--- config.mk ---
export PLATFORM = sky130hd
export DESIGN_NAME = flash_host_regs
export DESIGN_NICKNAME = d
export VERILOG_FILES = /design/src/core/flash_regs_pkg.sv /design/src/core/pin_sync.sv /design/src/core/edge_pulse.sv /design/src/core/flash_host_regs.sv
export SDC_FILE = /design/constraint.sdc
export NUM_CORES = 1
export LEC_CHECK = 0
export BUFFER_PORTS_ARGS = -buffer_cell sky130_fd_sc_hd__clkbuf_2
export CAP_MARGIN = 0
export CORE_ASPECT_RATIO = 1.75
export CORE_MARGIN = 2
export CORE_UTILIZATION = 60
export CTS_CLUSTER_SIZE = 16
export DETAILED_ROUTE_END_ITERATION = 12
export GPL_ROUTABILITY_DRIVEN = 0
export HOLD_SLACK_MARGIN = 0.1
export PLACE_DENSITY = 0.81
export SETUP_SLACK_MARGIN = 0.5
export SLEW_MARGIN = 40
export SYNTH_ARGS = -nofsm -noshare
export SYNTH_HDL_FRONTEND = slang
export SYNTH_SLANG_ARGS = --single-unit
--- constraint.sdc ---
create_clock -name CLK_I -period 5.3 [get_ports CLK_I]
set_input_delay 1.325 -clock CLK_I [delete_from_list [all_inputs] [get_ports CLK_I]]
set_output_delay 1.325 -clock CLK_I [all_outputs]
set_load 0.005 [all_outputs]
--- src/core/flash_regs_pkg.sv ---
// constants for the flash-disk host register bank
// assumes a byte-wide register window addressed by 13-bit offsets
package flash_regs_pkg;
  localparam int unsigned ADDR_W = 13;
  localparam logic [12:0] OFF_CHIP_IDENTITY    = 13'h1000;
  localparam logic [12:0] OFF_NO_OPERATION     = 13'h1002;
  localparam logic [12:0] OFF_SCRATCH_TEST     = 13'h1004;
  localparam logic [12:0] OFF_MODE_CONTROL     = 13'h1006;
  localparam logic [12:0] OFF_CASCADE_SELECT   = 13'h1008;
  localparam logic [12:0] OFF_DEVICE_CONFIG    = 13'h100A;
  localparam logic [12:0] OFF_OUTPUT_CONTROL   = 13'h100C;
  localparam logic [12:0] OFF_INTERRUPT_SETUP  = 13'h100E;
  localparam logic [12:0] OFF_PRESENCE_TOGGLE  = 13'h1046;
  localparam logic [12:0] OFF_MODE_CONFIRM     = 13'h1076;
  // identification code: arbitrary neutral value
  localparam logic [7:0] CHIP_IDENTITY_CODE    = 8'h5A;
  localparam logic [7:0] ZERO_BYTE             = 8'h00;
  localparam logic [7:0] SCRATCH_RESET         = 8'h00;
  localparam logic [7:0] MODE_CONTROL_RESET    = 8'h10;
  localparam logic [7:0] OUTPUT_CONTROL_RESET  = 8'h01;
  localparam logic [7:0] PRESENCE_BASE         = 8'h82;
  localparam logic [7:0] INTERRUPT_RESET       = 8'h00;
  // mode codes
  localparam logic [1:0] MODE_RESET            = 2'h0;
  localparam logic [1:0] MODE_NORMAL           = 2'h1;
  localparam logic [1:0] MODE_POWER_DOWN       = 2'h2;
  // field positions
  localparam int unsigned BIT_MODE_PERMIT      = 2;
  localparam int unsigned BIT_BOOT_DETECT      = 3;
  localparam int unsigned BIT_RESET_CAUSE      = 4;
  localparam int unsigned BIT_STICKY_LOCK      = 3;
  localparam int unsigned BIT_VIOL_ENABLE      = 3;
  localparam int unsigned BIT_EDGE_MODE        = 4;
  localparam int unsigned BIT_READY_FLAG       = 5;
  localparam int unsigned BIT_VIOL_FLAG        = 6;
  localparam int unsigned BIT_TOGGLE           = 2;
  localparam int unsigned BIT_IF_CONFIG        = 7;
  localparam logic [2:0] READY_SEL_OFF         = 3'h0;
  localparam logic [2:0] READY_SEL_ON          = 3'h1;
endpackage

--- src/core/pin_sync.sv ---
// three-stage synchroniser for one level from outside the clock domain
// assumes a single clock; output changes once stages two and three agree
`timescale 1ns/100ps
module pin_sync
#(
  parameter logic INIT = 1'b0  // level shown while in reset
)
(
  input  wire logic clk_i,
  input  wire logic rst_i,
  input  wire logic pin_i,
  output logic      level_o
);
  logic s1_q;
  logic s2_q;
  logic s3_q;

  // first stage is read only by the second
  always_ff @(posedge clk_i)
  begin
    s1_q <= pin_i;
    s2_q <= s1_q;
    s3_q <= s2_q;
  end

  // accept a change only when the last two stages agree
  always_ff @(posedge clk_i)
  begin
    if (rst_i)
      level_o <= INIT;
    else if (s2_q == s3_q)
      level_o <= s3_q;
  end
endmodule // pin_sync

--- src/core/edge_pulse.sv ---
// rising-edge detector for a level already in the clock domain
// assumes the input comes from a synchroniser output
`timescale 1ns/100ps
module edge_pulse
(
  input  wire logic clk_i,
  input  wire logic rst_i,
  input  wire logic level_i,
  output logic      rise_o
);
  logic last_q;

  // remember previous level to find a low-to-high change
  always_ff @(posedge clk_i)
  begin
    if (rst_i)
    begin
      last_q <= 1'b0;
      rise_o <= 1'b0;
    end
    else
    begin
      last_q <= level_i;
      rise_o <= level_i & ~last_q;
    end
  end
endmodule // edge_pulse

--- src/core/flash_host_regs.sv ---
// host-visible control and status register bank of a flash disk
// assumes a synchronous byte bus: one-cycle rd/wr strobes with an offset;
// event pins (ready, violation, boot detect, reset, straps) are async
`timescale 1ns/100ps
// How it works
// - in reset mode every register read returns zero
// - identity register reads a fixed code outside reset mode
// - writes to the no-operation location change nothing
// - scratch register stores written byte, resets to zero, no side effect
// - control and confirm read identically, both reset to 10H
// - mode field: 00 reset, 01 normal, 10 deep power-down
// - confirmed mode writes apply only when their permit bit is one; forced resets set reset mode
// - boot detect flag sets on boot-forced reset, clears on write one
// - reset-cause flag sets on external or voltage reset, write-one clears
// - only the device whose id pins match the select answers
// - configuration cleared only by hardware reset
// - highest cascade id field drives boot-area mapping
// - configuration bit 7 mirrors interface configuration pin
// - sticky lock acts as lock until external reset, reads zero
// - ready select 000 keeps ready interrupt off, 001 interrupts on ready
// - violation enable makes protection violations interrupt
// - level mode holds interrupt low; edge mode emits a low pulse
// - ready flag records ready interrupt, write one clears and re-arms
// - violation flag records violation interrupt, write one clears
// - toggle bit inverts on every answered read of presence register outside reset mode
module flash_host_regs
  import flash_regs_pkg::*;
(
  // clock and hardware reset
  input  wire logic              CLK_I,
  input  wire logic              SYS_RST_I,
  // register bus
  input  wire logic [ADDR_W-1:0] ADDR_I,
  input  wire logic              RD_I,
  input  wire logic              WR_I,
  input  wire logic [7:0]        WDATA_I,
  input  wire logic              BOOT_READ_I,
  output logic      [7:0]        RDATA_O,
  output logic                   RVALID_O,
  // asynchronous pins and events
  input  wire logic              EXTERNAL_RESET_N_I,
  input  wire logic              VOLTAGE_DETECT_I,
  input  wire logic              BOOT_DETECT_I,
  input  wire logic              FLASH_READY_I,
  input  wire logic              PROT_VIOLATION_I,
  input  wire logic [1:0]        CASCADE_ID_I,
  input  wire logic              IF_CONFIG_I,
  // outputs
  output logic      [1:0]        MODE_O,
  output logic      [1:0]        HIGHEST_CASCADE_ID_O,
  output logic                   STICKY_LOCK_O,
  output logic                   IRQ_N_O
);
  typedef enum logic [1:0] {
    CF_IDLE    = 2'b01,
    CF_PENDING = 2'b10
  } confirm_state_t;

  confirm_state_t cf_q;
  logic [7:0] pend_q;
  logic [7:0] scratch_q;
  logic [1:0] mode_q;
  logic       permit_q;
  logic       boot_flag_q;
  logic       cause_flag_q;
  logic [1:0] cascade_select_q;
  logic [1:0] highest_id_q;
  logic       sticky_q;
  logic [2:0] ready_sel_q;
  logic       viol_en_q;
  logic       edge_q;
  logic       ready_flag_q;
  logic       viol_flag_q;
  logic       toggle_q;
  logic       irq_n_q;

  logic ext_rst_n_s, volt_s, boot_s, ready_s, viol_s, if_cfg_s;
  logic [1:0] id_s;
  logic ext_rst_rise, volt_rise, boot_rise;
  logic ready_rise, viol_rise;

  // synchronise every pin; ext reset rests high
  pin_sync #(.INIT(1'b1)) u_sync_rst (.clk_i(CLK_I), .rst_i(SYS_RST_I),
    .pin_i(EXTERNAL_RESET_N_I), .level_o(ext_rst_n_s));
  pin_sync u_sync_volt (.clk_i(CLK_I), .rst_i(SYS_RST_I),
    .pin_i(VOLTAGE_DETECT_I), .level_o(volt_s));
  pin_sync u_sync_boot (.clk_i(CLK_I), .rst_i(SYS_RST_I),
    .pin_i(BOOT_DETECT_I), .level_o(boot_s));
  pin_sync u_sync_rdy (.clk_i(CLK_I), .rst_i(SYS_RST_I),
    .pin_i(FLASH_READY_I), .level_o(ready_s));
  pin_sync u_sync_viol (.clk_i(CLK_I), .rst_i(SYS_RST_I),
    .pin_i(PROT_VIOLATION_I), .level_o(viol_s));
  pin_sync u_sync_cfg (.clk_i(CLK_I), .rst_i(SYS_RST_I),
    .pin_i(IF_CONFIG_I), .level_o(if_cfg_s));

  genvar gi;
  generate
    for (gi = 0; gi < 2; gi++)
    begin : g_id_sync
      pin_sync u_sync_id (.clk_i(CLK_I), .rst_i(SYS_RST_I),
        .pin_i(CASCADE_ID_I[gi]), .level_o(id_s[gi]));
    end
  endgenerate

  // event edges
  edge_pulse u_e_rst (.clk_i(CLK_I), .rst_i(SYS_RST_I),
    .level_i(~ext_rst_n_s), .rise_o(ext_rst_rise));
  edge_pulse u_e_volt (.clk_i(CLK_I), .rst_i(SYS_RST_I),
    .level_i(volt_s), .rise_o(volt_rise));
  edge_pulse u_e_boot (.clk_i(CLK_I), .rst_i(SYS_RST_I),
    .level_i(boot_s), .rise_o(boot_rise));
  edge_pulse u_e_rdy (.clk_i(CLK_I), .rst_i(SYS_RST_I),
    .level_i(ready_s), .rise_o(ready_rise));
  edge_pulse u_e_viol (.clk_i(CLK_I), .rst_i(SYS_RST_I),
    .level_i(viol_s), .rise_o(viol_rise));

  // decode helper, used for every register select
  function automatic logic hit(input logic [ADDR_W-1:0] a,
                               input logic [ADDR_W-1:0] off);
    hit = (a == off);
  endfunction

  logic selected;
  logic wr_sel;
  logic rd_sel;
  logic forced_reset;
  logic in_reset_mode;
  logic [7:0] ctrl_view;
  logic [7:0] cfg_view;
  logic [7:0] irq_view;
  logic apply_ctrl;

  assign selected      = (id_s == cascade_select_q);
  assign wr_sel        = WR_I & selected;
  assign rd_sel        = RD_I & selected;
  assign forced_reset  = ext_rst_rise | volt_rise | boot_rise;
  assign in_reset_mode = (mode_q == MODE_RESET);
  assign ctrl_view     = {3'h0, cause_flag_q, boot_flag_q, permit_q,
                          mode_q};
  assign cfg_view      = {if_cfg_s, 1'b0, highest_id_q, 4'h0};
  assign irq_view      = {1'b0, viol_flag_q, ready_flag_q, edge_q,
                          viol_en_q, ready_sel_q};
  // confirm write must carry the exact complement of the pending byte
  assign apply_ctrl    = (cf_q == CF_PENDING) & wr_sel &
                         hit(ADDR_I, OFF_MODE_CONFIRM) &
                         (WDATA_I == ~pend_q);

  // two-write confirmation sequencer; any other access except a boot read cancels
  always_ff @(posedge CLK_I)
  begin
    if (SYS_RST_I)
    begin
      cf_q   <= CF_IDLE;
      pend_q <= ZERO_BYTE;
    end
    else if (wr_sel & hit(ADDR_I, OFF_MODE_CONTROL))
    begin
      cf_q   <= CF_PENDING;
      pend_q <= WDATA_I;
    end
    else if ((WR_I | RD_I) & ~BOOT_READ_I)
      cf_q <= CF_IDLE;
  end

  // mode, permit and reset-cause flags
  always_ff @(posedge CLK_I)
  begin
    if (SYS_RST_I)
    begin
      mode_q       <= MODE_CONTROL_RESET[1:0];
      permit_q     <= MODE_CONTROL_RESET[BIT_MODE_PERMIT];
      boot_flag_q  <= MODE_CONTROL_RESET[BIT_BOOT_DETECT];
      cause_flag_q <= MODE_CONTROL_RESET[BIT_RESET_CAUSE];
    end
    else
    begin
      if (forced_reset)
        mode_q <= MODE_RESET;
      else if (apply_ctrl & pend_q[BIT_MODE_PERMIT] &
               (pend_q[1:0] != 2'h3))
        mode_q <= pend_q[1:0];
      if (apply_ctrl)
        permit_q <= pend_q[BIT_MODE_PERMIT];
      // set wins over the write-one clear
      if (boot_rise)
        boot_flag_q <= 1'b1;
      else if (apply_ctrl & pend_q[BIT_BOOT_DETECT])
        boot_flag_q <= 1'b0;
      if (ext_rst_rise | volt_rise)
        cause_flag_q <= 1'b1;
      else if (apply_ctrl & pend_q[BIT_RESET_CAUSE])
        cause_flag_q <= 1'b0;
    end
  end

  // scratch, cascade select; the no-operation offset decodes to nothing
  always_ff @(posedge CLK_I)
  begin
    if (SYS_RST_I)
    begin
      scratch_q        <= SCRATCH_RESET;
      cascade_select_q <= 2'h0;
    end
    else if (wr_sel & ~in_reset_mode)
    begin
      if (hit(ADDR_I, OFF_SCRATCH_TEST))
        scratch_q <= WDATA_I;
      if (hit(ADDR_I, OFF_CASCADE_SELECT))
        cascade_select_q <= WDATA_I[1:0];
    end
  end

  // configuration: only hardware reset clears it, not mode resets
  always_ff @(posedge CLK_I)
  begin
    if (SYS_RST_I)
      highest_id_q <= 2'h0;
    else if (wr_sel & ~in_reset_mode & hit(ADDR_I, OFF_DEVICE_CONFIG))
      highest_id_q <= WDATA_I[5:4];
  end

  // sticky lock survives everything but hardware reset and the external reset pin
  always_ff @(posedge CLK_I)
  begin
    if (SYS_RST_I)
      sticky_q <= OUTPUT_CONTROL_RESET[BIT_STICKY_LOCK];
    else if (ext_rst_rise)
      sticky_q <= 1'b0;
    else if (wr_sel & ~in_reset_mode & hit(ADDR_I, OFF_OUTPUT_CONTROL) &
             WDATA_I[BIT_STICKY_LOCK])
      sticky_q <= 1'b1;
  end

  logic ready_ev;
  logic viol_ev;
  logic clr_ready;
  logic clr_viol;
  logic irq_wr;
  assign irq_wr    = wr_sel & ~in_reset_mode &
                     hit(ADDR_I, OFF_INTERRUPT_SETUP);
  assign ready_ev  = ready_rise & (ready_sel_q == READY_SEL_ON) &
                     ~ready_flag_q;
  assign viol_ev   = viol_rise & viol_en_q & ~viol_flag_q;
  assign clr_ready = irq_wr & WDATA_I[BIT_READY_FLAG];
  assign clr_viol  = irq_wr & WDATA_I[BIT_VIOL_FLAG];

  // interrupt setup and flags; a new event beats the clear
  always_ff @(posedge CLK_I)
  begin
    if (SYS_RST_I)
    begin
      ready_sel_q  <= INTERRUPT_RESET[2:0];
      viol_en_q    <= INTERRUPT_RESET[BIT_VIOL_ENABLE];
      edge_q       <= INTERRUPT_RESET[BIT_EDGE_MODE];
      ready_flag_q <= INTERRUPT_RESET[BIT_READY_FLAG];
      viol_flag_q  <= INTERRUPT_RESET[BIT_VIOL_FLAG];
    end
    else
    begin
      if (irq_wr)
      begin
        ready_sel_q <= WDATA_I[2:0];
        viol_en_q   <= WDATA_I[BIT_VIOL_ENABLE];
        edge_q      <= WDATA_I[BIT_EDGE_MODE];
      end
      if (ready_ev)
        ready_flag_q <= 1'b1;
      else if (clr_ready)
        ready_flag_q <= 1'b0;
      if (viol_ev)
        viol_flag_q <= 1'b1;
      else if (clr_viol)
        viol_flag_q <= 1'b0;
    end
  end

  // level mode follows the flags; edge mode gives one low cycle per event
  always_ff @(posedge CLK_I)
  begin
    if (SYS_RST_I)
      irq_n_q <= 1'b1;
    else if (ready_sel_q == READY_SEL_OFF & ~viol_en_q)
      irq_n_q <= 1'b1;
    else if (edge_q)
      irq_n_q <= ~(ready_ev | viol_ev);
    else
      irq_n_q <= ~(ready_flag_q | viol_flag_q);
  end

  // toggle bit flips on each answered read of its register outside reset mode
  always_ff @(posedge CLK_I)
  begin
    if (SYS_RST_I)
      toggle_q <= PRESENCE_BASE[BIT_TOGGLE];
    else if (rd_sel & ~in_reset_mode & hit(ADDR_I, OFF_PRESENCE_TOGGLE))
      toggle_q <= ~toggle_q;
  end

  // read mux, registered; unmapped and write-only offsets read zero
  always_ff @(posedge CLK_I)
  begin
    if (SYS_RST_I)
    begin
      RDATA_O  <= ZERO_BYTE;
      RVALID_O <= 1'b0;
    end
    else
    begin
      RVALID_O <= rd_sel;
      if (~rd_sel | in_reset_mode)
        RDATA_O <= ZERO_BYTE;
      else if (hit(ADDR_I, OFF_CHIP_IDENTITY))
        RDATA_O <= CHIP_IDENTITY_CODE;
      else if (hit(ADDR_I, OFF_SCRATCH_TEST))
        RDATA_O <= scratch_q;
      else if (hit(ADDR_I, OFF_MODE_CONTROL) |
               hit(ADDR_I, OFF_MODE_CONFIRM))
        RDATA_O <= ctrl_view;
      else if (hit(ADDR_I, OFF_CASCADE_SELECT))
        RDATA_O <= {6'h00, cascade_select_q};
      else if (hit(ADDR_I, OFF_DEVICE_CONFIG))
        RDATA_O <= cfg_view;
      else if (hit(ADDR_I, OFF_OUTPUT_CONTROL))
        RDATA_O <= OUTPUT_CONTROL_RESET;
      else if (hit(ADDR_I, OFF_INTERRUPT_SETUP))
        RDATA_O <= irq_view;
      else if (hit(ADDR_I, OFF_PRESENCE_TOGGLE))
        RDATA_O <= {PRESENCE_BASE[7:3], toggle_q, PRESENCE_BASE[1:0]};
      else
        RDATA_O <= ZERO_BYTE;
    end
  end

  // registered pin outputs
  always_ff @(posedge CLK_I)
  begin
    if (SYS_RST_I)
    begin
      MODE_O               <= MODE_CONTROL_RESET[1:0];
      HIGHEST_CASCADE_ID_O <= 2'h0;
      STICKY_LOCK_O        <= 1'b0;
    end
    else
    begin
      MODE_O               <= mode_q;
      HIGHEST_CASCADE_ID_O <= highest_id_q;
      STICKY_LOCK_O        <= sticky_q;
    end
  end
  assign IRQ_N_O = irq_n_q;

  a_confirm_apply: assert property (@(posedge CLK_I) disable iff (SYS_RST_I)
    apply_ctrl & pend_q[BIT_MODE_PERMIT] & ~forced_reset &
    (pend_q[1:0] != 2'h3) |=> mode_q == $past(pend_q[1:0]))
    else $error("confirmed mode not applied");
  a_no_permit: assert property (@(posedge CLK_I) disable iff (SYS_RST_I)
    ~forced_reset & ~(apply_ctrl & pend_q[BIT_MODE_PERMIT])
    |=> $stable(mode_q))
    else $error("mode changed without permit");
  a_reset_reads: assert property (@(posedge CLK_I) disable iff (SYS_RST_I)
    rd_sel & in_reset_mode |=> RDATA_O == ZERO_BYTE)
    else $error("nonzero read in reset mode");
  a_id_read: assert property (@(posedge CLK_I) disable iff (SYS_RST_I)
    rd_sel & ~in_reset_mode & hit(ADDR_I, OFF_CHIP_IDENTITY)
    |=> RDATA_O == CHIP_IDENTITY_CODE)
    else $error("identity code wrong");
  a_boot_flag: assert property (@(posedge CLK_I) disable iff (SYS_RST_I)
    boot_rise |=> boot_flag_q & (mode_q == MODE_RESET))
    else $error("boot flag not set");
  a_cause_flag: assert property (@(posedge CLK_I) disable iff (SYS_RST_I)
    ext_rst_rise |=> cause_flag_q & ~sticky_q)
    else $error("reset cause not latched");
  a_deselected: assert property (@(posedge CLK_I) disable iff (SYS_RST_I)
    RD_I & ~selected |=> ~RVALID_O)
    else $error("unselected device answered");
  a_toggle_flip: assert property (@(posedge CLK_I) disable iff (SYS_RST_I)
    rd_sel & ~in_reset_mode & hit(ADDR_I, OFF_PRESENCE_TOGGLE)
    |=> toggle_q != $past(toggle_q))
    else $error("toggle bit did not flip");
  a_edge_pulse: assert property (@(posedge CLK_I) disable iff (SYS_RST_I)
    edge_q & ~irq_n_q & ~ready_ev & ~viol_ev & ~irq_wr |=> irq_n_q)
    else $error("edge interrupt longer than a cycle");
  a_ready_irq: assert property (@(posedge CLK_I) disable iff (SYS_RST_I)
    ready_ev & ~edge_q & ~irq_wr |=> ready_flag_q ##1 ~irq_n_q)
    else $error("ready interrupt missing");
endmodule // flash_host_regs

==> flow_metrics.py, run 1 <==
metrics = {
    "sta": {
        "rsz0062_at_grt": "no",
        "hold_viol": 0,
        "whs_ns": 0.330,
        "maxSlewViolCount": 0,
        "period_share_pct": 54.2,
        "fin_crit_ns": 2.87,
        "setup_viol": 0,
        "slew_headroom_pct": 49.0,
        "setup_slack_ns": 2.43,
        "tightest_slew_ns": 0.757,
        "skew_ns": 0.0103,
        "maxClockFrequency_mhz": 348,
        "setup_tns_ns": 0,
    },
    "placed_design": {
        "io_buffers": 48,
        "pre_cts_ws_ns": 2.06,
        "dp_cells": 448,
        "hpwl_um": 5280,
    },
    "yosys": {
        "syn_area_um2": 3370,
        "syn_nets": 367,
        "ys_ff_latch": 93,
        "synthCells": 333,
        "synth_seq_area_share_pct": 55.2,
        "ys_top_cells_by_area": "dfxtp_1, mux2i_1, nor2_1",
        "synth_warnings": 0,
        "synth-edff-count": 0,
        "syn_avg_cell_area_um2": 10.1,
        "synth_top_cell_by_area": "dfxtp_1",
        "ys_async_sr_fraction_pct": 0,
        "yosysUniqueCellTypes": 48,
        "ys.flop_type": "dfxtp_1",
        "yosysTopAreaCellShare_pct": 55.2,
    },
    "cts": {
        "cts_tree": "built",
        "cts_sinks": 93,
        "clk_path_buf_depth": 2,
        "cts_max_level": 3,
        "cts-resized-gates": 0,
        "holdBufCountCts": 0,
        "root_buffer": "clkbuf_8",
        "cts_buffers": 9,
        "clock_latency_ns": 0.35,
        "clkTransAtPathRegs_ns": 0.09,
        "cts_setup_buffers": 0,
    },
    "setup_path": {
        "crit_path_start_kind": "input port",
        "path_max_fanout": 10,
        "worstSetupPathType": "in2reg",
        "end_kind": "register",
        "worstPathArrival_ns": 3.10,
        "critPathRequiredTime_ns": 5.53,
        "worst_path_max_delay_cell": "or4_1",
        "path_buf_inv": 1,
        "crit_chain": "clkbuf_2, nor4b_4, nand2_2, or4_1, mux2i_1, nor2_1",
        "critical_path.startpoint": "ADDR_I[10]",
        "cpPeakStageDelay_ns": 0.82,
        "worst_path_dominant_cell_family": "simple AND/OR/NAND/NOR gates",
        "r2r-start": "cascade_select_q[1]",
    },
    "cells_and_area": {
        "layout.nets": 417,
        "n_antenna_cell": 0,
        "area_delta_synth_final_pct": 14.4,
        "finalNonFillerCells": 464,
        "fillers": 473,
        "drive_gt1_share_pct": 18.8,
    },
    "worst_hold_path": {
        "min-delay-path-class": "reg2reg",
        "worstHoldStart": "u_sync_cfg.s1_q",
    },
    "power_and_ir_drop": {
        "totalPowerFinal_mw": 1.21,
        "p_leak_nw": 1.50,
        "irDropWorstVdd_mv": 0.277,
        "pwr_density_cell_nw_per_um2": 314,
    },
    "grt": {
        "grt_util_all_layers_pct": 24.9,
        "overflow": 0,
        "antenna_found_initial": 0,
        "grt_pass1_wl_um": 11400,
        "grt_pass1_vias": 2486,
        "grt_max_degree": 36,
    },
    "floorplanning": {
        "core_area_um2": 5500,
        "die_h_um": 103,
        "chipWidth_um": 60.7,
        "start_util_pct": 61.3,
        "ios": 49,
        "row_count": 36,
        "die-area_um2": 6260,
    },
    "drt": {
        "vias": 2605,
        "postRouteAntennaNets": 0,
        "remaining_drc_errors": 0,
        "dr.pass1.iters": 4,
        "drt_iter0_drc": 168,
        "viasPerCell": 5.61,
        "wirelength_um": 7000,
        "wl_per_cell_um": 15.1,
    },
    "job": {
        "maxCapViolCount": 0,
    },
    "outcome": {
        "outcome": "complete, no violations",
    },
}
==> registers in the layout (all words and copies together) (netlist names), 3 cells and up <==
name and cells:
RDATA_O 8, ready_sel_q 3, pend_q 8, scratch_q 8
==> kinds of logic (layout without fill, tap and decap cells) <==
group                  count (synthesis)  in the layout  share of synthesized area (%)
multiplexers                          26             26                           7.76
AO/OA/AOI/OAI                         58             58                           11.0
XOR/XNOR                              11             11                           2.86
flip-flops                            93             93                           55.2
AND/OR/NAND/NOR                      130            130                           21.4
buffers and inverters                 15             70                           1.78
==> synthesized netlist by cell type, types with 2 or more instances <==
master    count
mux2i_1      25
a311oi_1      3
nand4_1       2
nor2_1       52
nor3_1        8
inv_1         5
buf_2         3
a21oi_1      15
and3b_1       3
dfxtp_1      93
nand2_1      15
a32oi_1       2
a31oi_1       5
nor2b_1      13
nand3b_1      4
nor4_1        7
o41a_1        2
nand3_1       6
nand4b_1      3
o21ai_0      17
xnor2_1      11
and3_1        2
nor3_4        2
nand2b_1      4
o211ai_1      2
clkbuf_1      7
==> worst register-to-register path, stage by stage (launching register included) <==
cell      delay, ns
dfxtp_1        0.34
xnor2_1        0.30
nand4b_1       0.38
nor3_4         0.61
mux2i_1        0.26
nor2_1         0.06
==> layout by cell type (no fill, tap or decap), types with 2 or more instances in the layout <==
master,instances
nor4_1,7
clkbuf_8,11
a21oi_1,15
nand4_1,2
o21ai_0,17
nand3b_1,4
o211ai_1,2
nand2_1,15
nor3_4,2
nand4b_1,3
o41a_1,2
mux2i_1,25
a32oi_1,2
inv_1,5
nor2_1,52
nand3_1,6
and3_1,2
clkbuf_2,48
xnor2_1,11
a311oi_1,3
dfxtp_1,93
nor2b_1,13
nand2b_1,4
and3b_1,3
nor3_1,8
a31oi_1,5
==> final timing paths <==
| check | to | slack (ns) | cells after the start |
|---|---|---|---|
| worst max-delay path | pend_q[4] | 2.43 | 6 |
| worst min-delay path | u_sync_cfg.s2_q | 0.33 | 0 |
| worst max register to register | scratch_q[2] | 3.22 | 5 |
| worst min register to register | u_sync_cfg.s2_q | 0.33 | 0 |
==> metal layers <==
metal	GRT usage [%]	wire length, um
met4	19.4	445
met5	0	0
met1	26.4	2530
met2	41.7	3690
met3	4.52	340
==> stage by stage <==
step | cell area, um2 | util, %
after floorplan | 3370 | -
after global placement | 3670 | 66.8
after detailed placement | 3670 | 66.8
after CTS | 3860 | 70.2
after global routing | 3860 | 70.2
final | 3860 | 70.2
==> power breakdown <==
| part | total, mW | leakage [nW] | internal [mW] | switching [mW] |
|---|---|---|---|---|
| combinational | 0.0589 | 0.651 | 0.0234 | 0.0356 |
| clock | 0.429 | 0.0930 | 0.198 | 0.231 |
| sequential | 0.724 | 0.761 | 0.716 | 0.00812 |
==> final cells by class <==
cell class                      instances  area, um2  share of cell area [%]
Tap cell                               76       95.1                    2.47
Timing Repair Buffer                   49        248                    6.42
Clock buffer                           12        155                    4.02
Sequential cell                        93       1860                    48.3
Clock inverter                          4       30.0                   0.778
Inverter                                5       18.8                   0.487
Multi-Input combinational cell        225       1450                    37.6
(Power assumes the default switching activity.)
==> inputs of run 2 (changes only) <==
- CORE_UTILIZATION: 60 -> 50
- PLACE_DENSITY: 0.81 -> 0.72
- clock period: 5.3 -> 2.5 ns (I/O delays scaled with it)
==> run 2 against run 1 <==
  * Sequential share of layout area decreased by 2.6 points
  * Sequential cell count unchanged
  * Sequential power grew 110%
  * Critical path depth did not move
  * Clock power grew to 3.0 times the previous value
  * Non-clock buffer count is 9 higher
  * Die area grew 19%
  * Utilization is 7.8 points lower
  * Clock skew is 0.0050 ns lower
  * Combinational power is 130% higher
  * Critical path type unchanged
  * Critical endpoint is now highest_id_q[0]
  * Largest cell class unchanged
  * Largest power group unchanged
  * Highest routed layer unchanged
==> flow_metrics.py, run 2 (synthesis gave the netlist of run 1 again) <==
metrics = {
    "outcome": {
        "outcome": "complete, no violations",
    },
    "cts": {
        "clock_latency_ns": 0.34,
        "cts_buffers": 9,
        "holdBufCountCts": 0,
        "clkTransAtPathRegs_ns": 0.07,
        "cts_tree": "built",
        "root_buffer": "clkbuf_16",
        "cts_sinks": 93,
        "clk_path_buf_depth": 2,
        "cts_max_level": 3,
    },
    "floorplanning": {
        "die_h_um": 113,
        "die-area_um2": 7440,
        "core_area_um2": 6540,
        "chipWidth_um": 66.1,
        "ios": 49,
        "row_count": 39,
        "start_util_pct": 51.5,
    },
    "placed_design": {
        "hpwl_um": 5520,
        "io_buffers": 48,
        "dp_cells": 459,
        "dpl_cell_area_um2": 3730,
    },
    "grt": {
        "grt_max_degree": 35,
        "grt_pass1_vias": 2581,
        "overflow": 0,
        "grt_util_all_layers_pct": 22.2,
        "grt_pass1_wl_um": 12300,
        "antenna_found_initial": 0,
    },
    "drt": {
        "drt_iter0_drc": 239,
        "remaining_drc_errors": 0,
        "vias": 2664,
        "postRouteAntennaNets": 0,
        "wl_per_cell_um": 15.8,
        "dr.pass1.iters": 4,
        "viasPerCell": 5.56,
        "wirelength_um": 7550,
    },
    "sta": {
        "hold_viol": 0,
        "setup_viol": 0,
        "rsz0062_at_grt": "yes",
        "tightest_slew_ns": 0.697,
        "maxClockFrequency_mhz": 523,
        "skew_ns": 0.00524,
        "setup_tns_ns": 0,
        "maxSlewViolCount": 0,
        "fin_crit_ns": 1.91,
        "slew_headroom_pct": 53.0,
        "period_share_pct": 76.5,
    },
    "power_and_ir_drop": {
        "irDropWorstVdd_mv": 0.718,
        "p_leak_nw": 1.61,
        "pwr_density_cell_nw_per_um2": 721,
    },
    "cells_and_area": {
        "largestRegisters": "RDATA_O (8), pend_q (8), scratch_q (8)",
        "layout_commonest_cell": "dfxtp_1",
        "final_cell_mix": "dfxtp_1, nor2_1, clkbuf_2, mux2i_1, o21ai_0",
        "n_antenna_cell": 0,
        "fillers": 571,
        "layout.nets": 426,
        "design_area_um2": 4080,
        "drive_gt1_share_pct": 21.4,
        "area_delta_synth_final_pct": 21.0,
        "finalNonFillerCells": 479,
    },
    "setup_path": {
        "critPathRequiredTime_ns": 2.73,
        "worstSetupPathType": "in2reg",
        "end_kind": "register",
        "crit_path_start_kind": "input port",
        "path_max_fanout": 6,
        "worstPathArrival_ns": 2.14,
        "crit_chain": "clkbuf_2, nor4b_4, nand2b_1, nor4_2, mux2i_1, nor2_1",
        "worst_path_max_delay_cell": "nor4_2",
        "cpPeakStageDelay_ns": 0.48,
    },
    "job": {
        "maxCapViolCount": 0,
    },
    "worst_hold_path": {
        "min-delay-path-class": "reg2reg",
    },
}
run 2: cell types whose count changed in the layout (fill, tap and decap cells not counted), moves of 2 or more:
cell	change
buf_12	+2
buf_4	+7
clkbuf_16	+9
clkbuf_8	-11
clkinvlp_4	+2
run 2: worst paths after layout:
path,to,depth (start not counted),startpoint,slack [ns]
min,u_sync_cfg.s2_q,0,u_sync_cfg.s1_q,0.33
max reg2reg,pend_q[0],6,cascade_select_q[1],0.69
max,highest_id_q[0],6,ADDR_I[10],0.59
min reg2reg,u_sync_cfg.s2_q,0,u_sync_cfg.s1_q,0.33
run 2: power breakdown:
group | total [mW] | leakage (nW) | switching (mW) | internal [mW]
combinational | 0.135 | 0.721 | 0.0805 | 0.0550
sequential | 1.54 | 0.761 | 0.0168 | 1.52
clock | 1.27 | 0.130 | 0.586 | 0.685
total | 2.94 | 1.61 | 0.683 | 2.26
run 2: area by class of cell:
type | count | area, um2 | share of cell area (%)
Clock buffer | 9 | 225 | 5.52
Clock inverter | 7 | 56.3 | 1.38
Inverter | 5 | 18.8 | 0.460
Multi-Input combinational cell | 225 | 1480 | 36.2
Sequential cell | 93 | 1860 | 45.6
Tap cell | 82 | 103 | 2.51
Timing Repair Buffer | 58 | 340 | 8.34
run 2: timing repair:
action	4_1_cts	5_1_grt
buffers inserted	1	3
setup endpoints to repair	7	10
resized for setup	0	2
pin swaps	1	2
run 2: worst max-delay path: cells and delay by family:
| kind | cells | cell delay (ns) |
|---|---|---|
| and+or+nand+nor | 4 | 1.17 |
| buffers and inverters | 1 | 0.10 |
| muxes | 1 | 0.23 |
run 2: layer usage:
metal	routed length, um	vias to the layer above	global-route usage, %
li1	-	1303	-
met1	2860	1262	23.1
met2	4090	73	39.5
met3	313	26	5.01
met4	293	0	12.8
met5	0	-	0
run 2: through the flow:
step / total power [mW] / hold WS, ns / util, % / setup slack [ns]
after floorplan: 1.63 / 0.310 / - / 0.456
after global placement: 1.70 / 0.310 / 57.1 / 0.169
after detailed placement: 1.70 / 0.312 / 57.1 / 0.175
after CTS: 2.96 / 0.327 / 61.7 / 0.560
after global routing: 3.06 / 0.335 / 62.4 / 0.476
final: 2.94 / 0.327 / 62.4 / 0.587
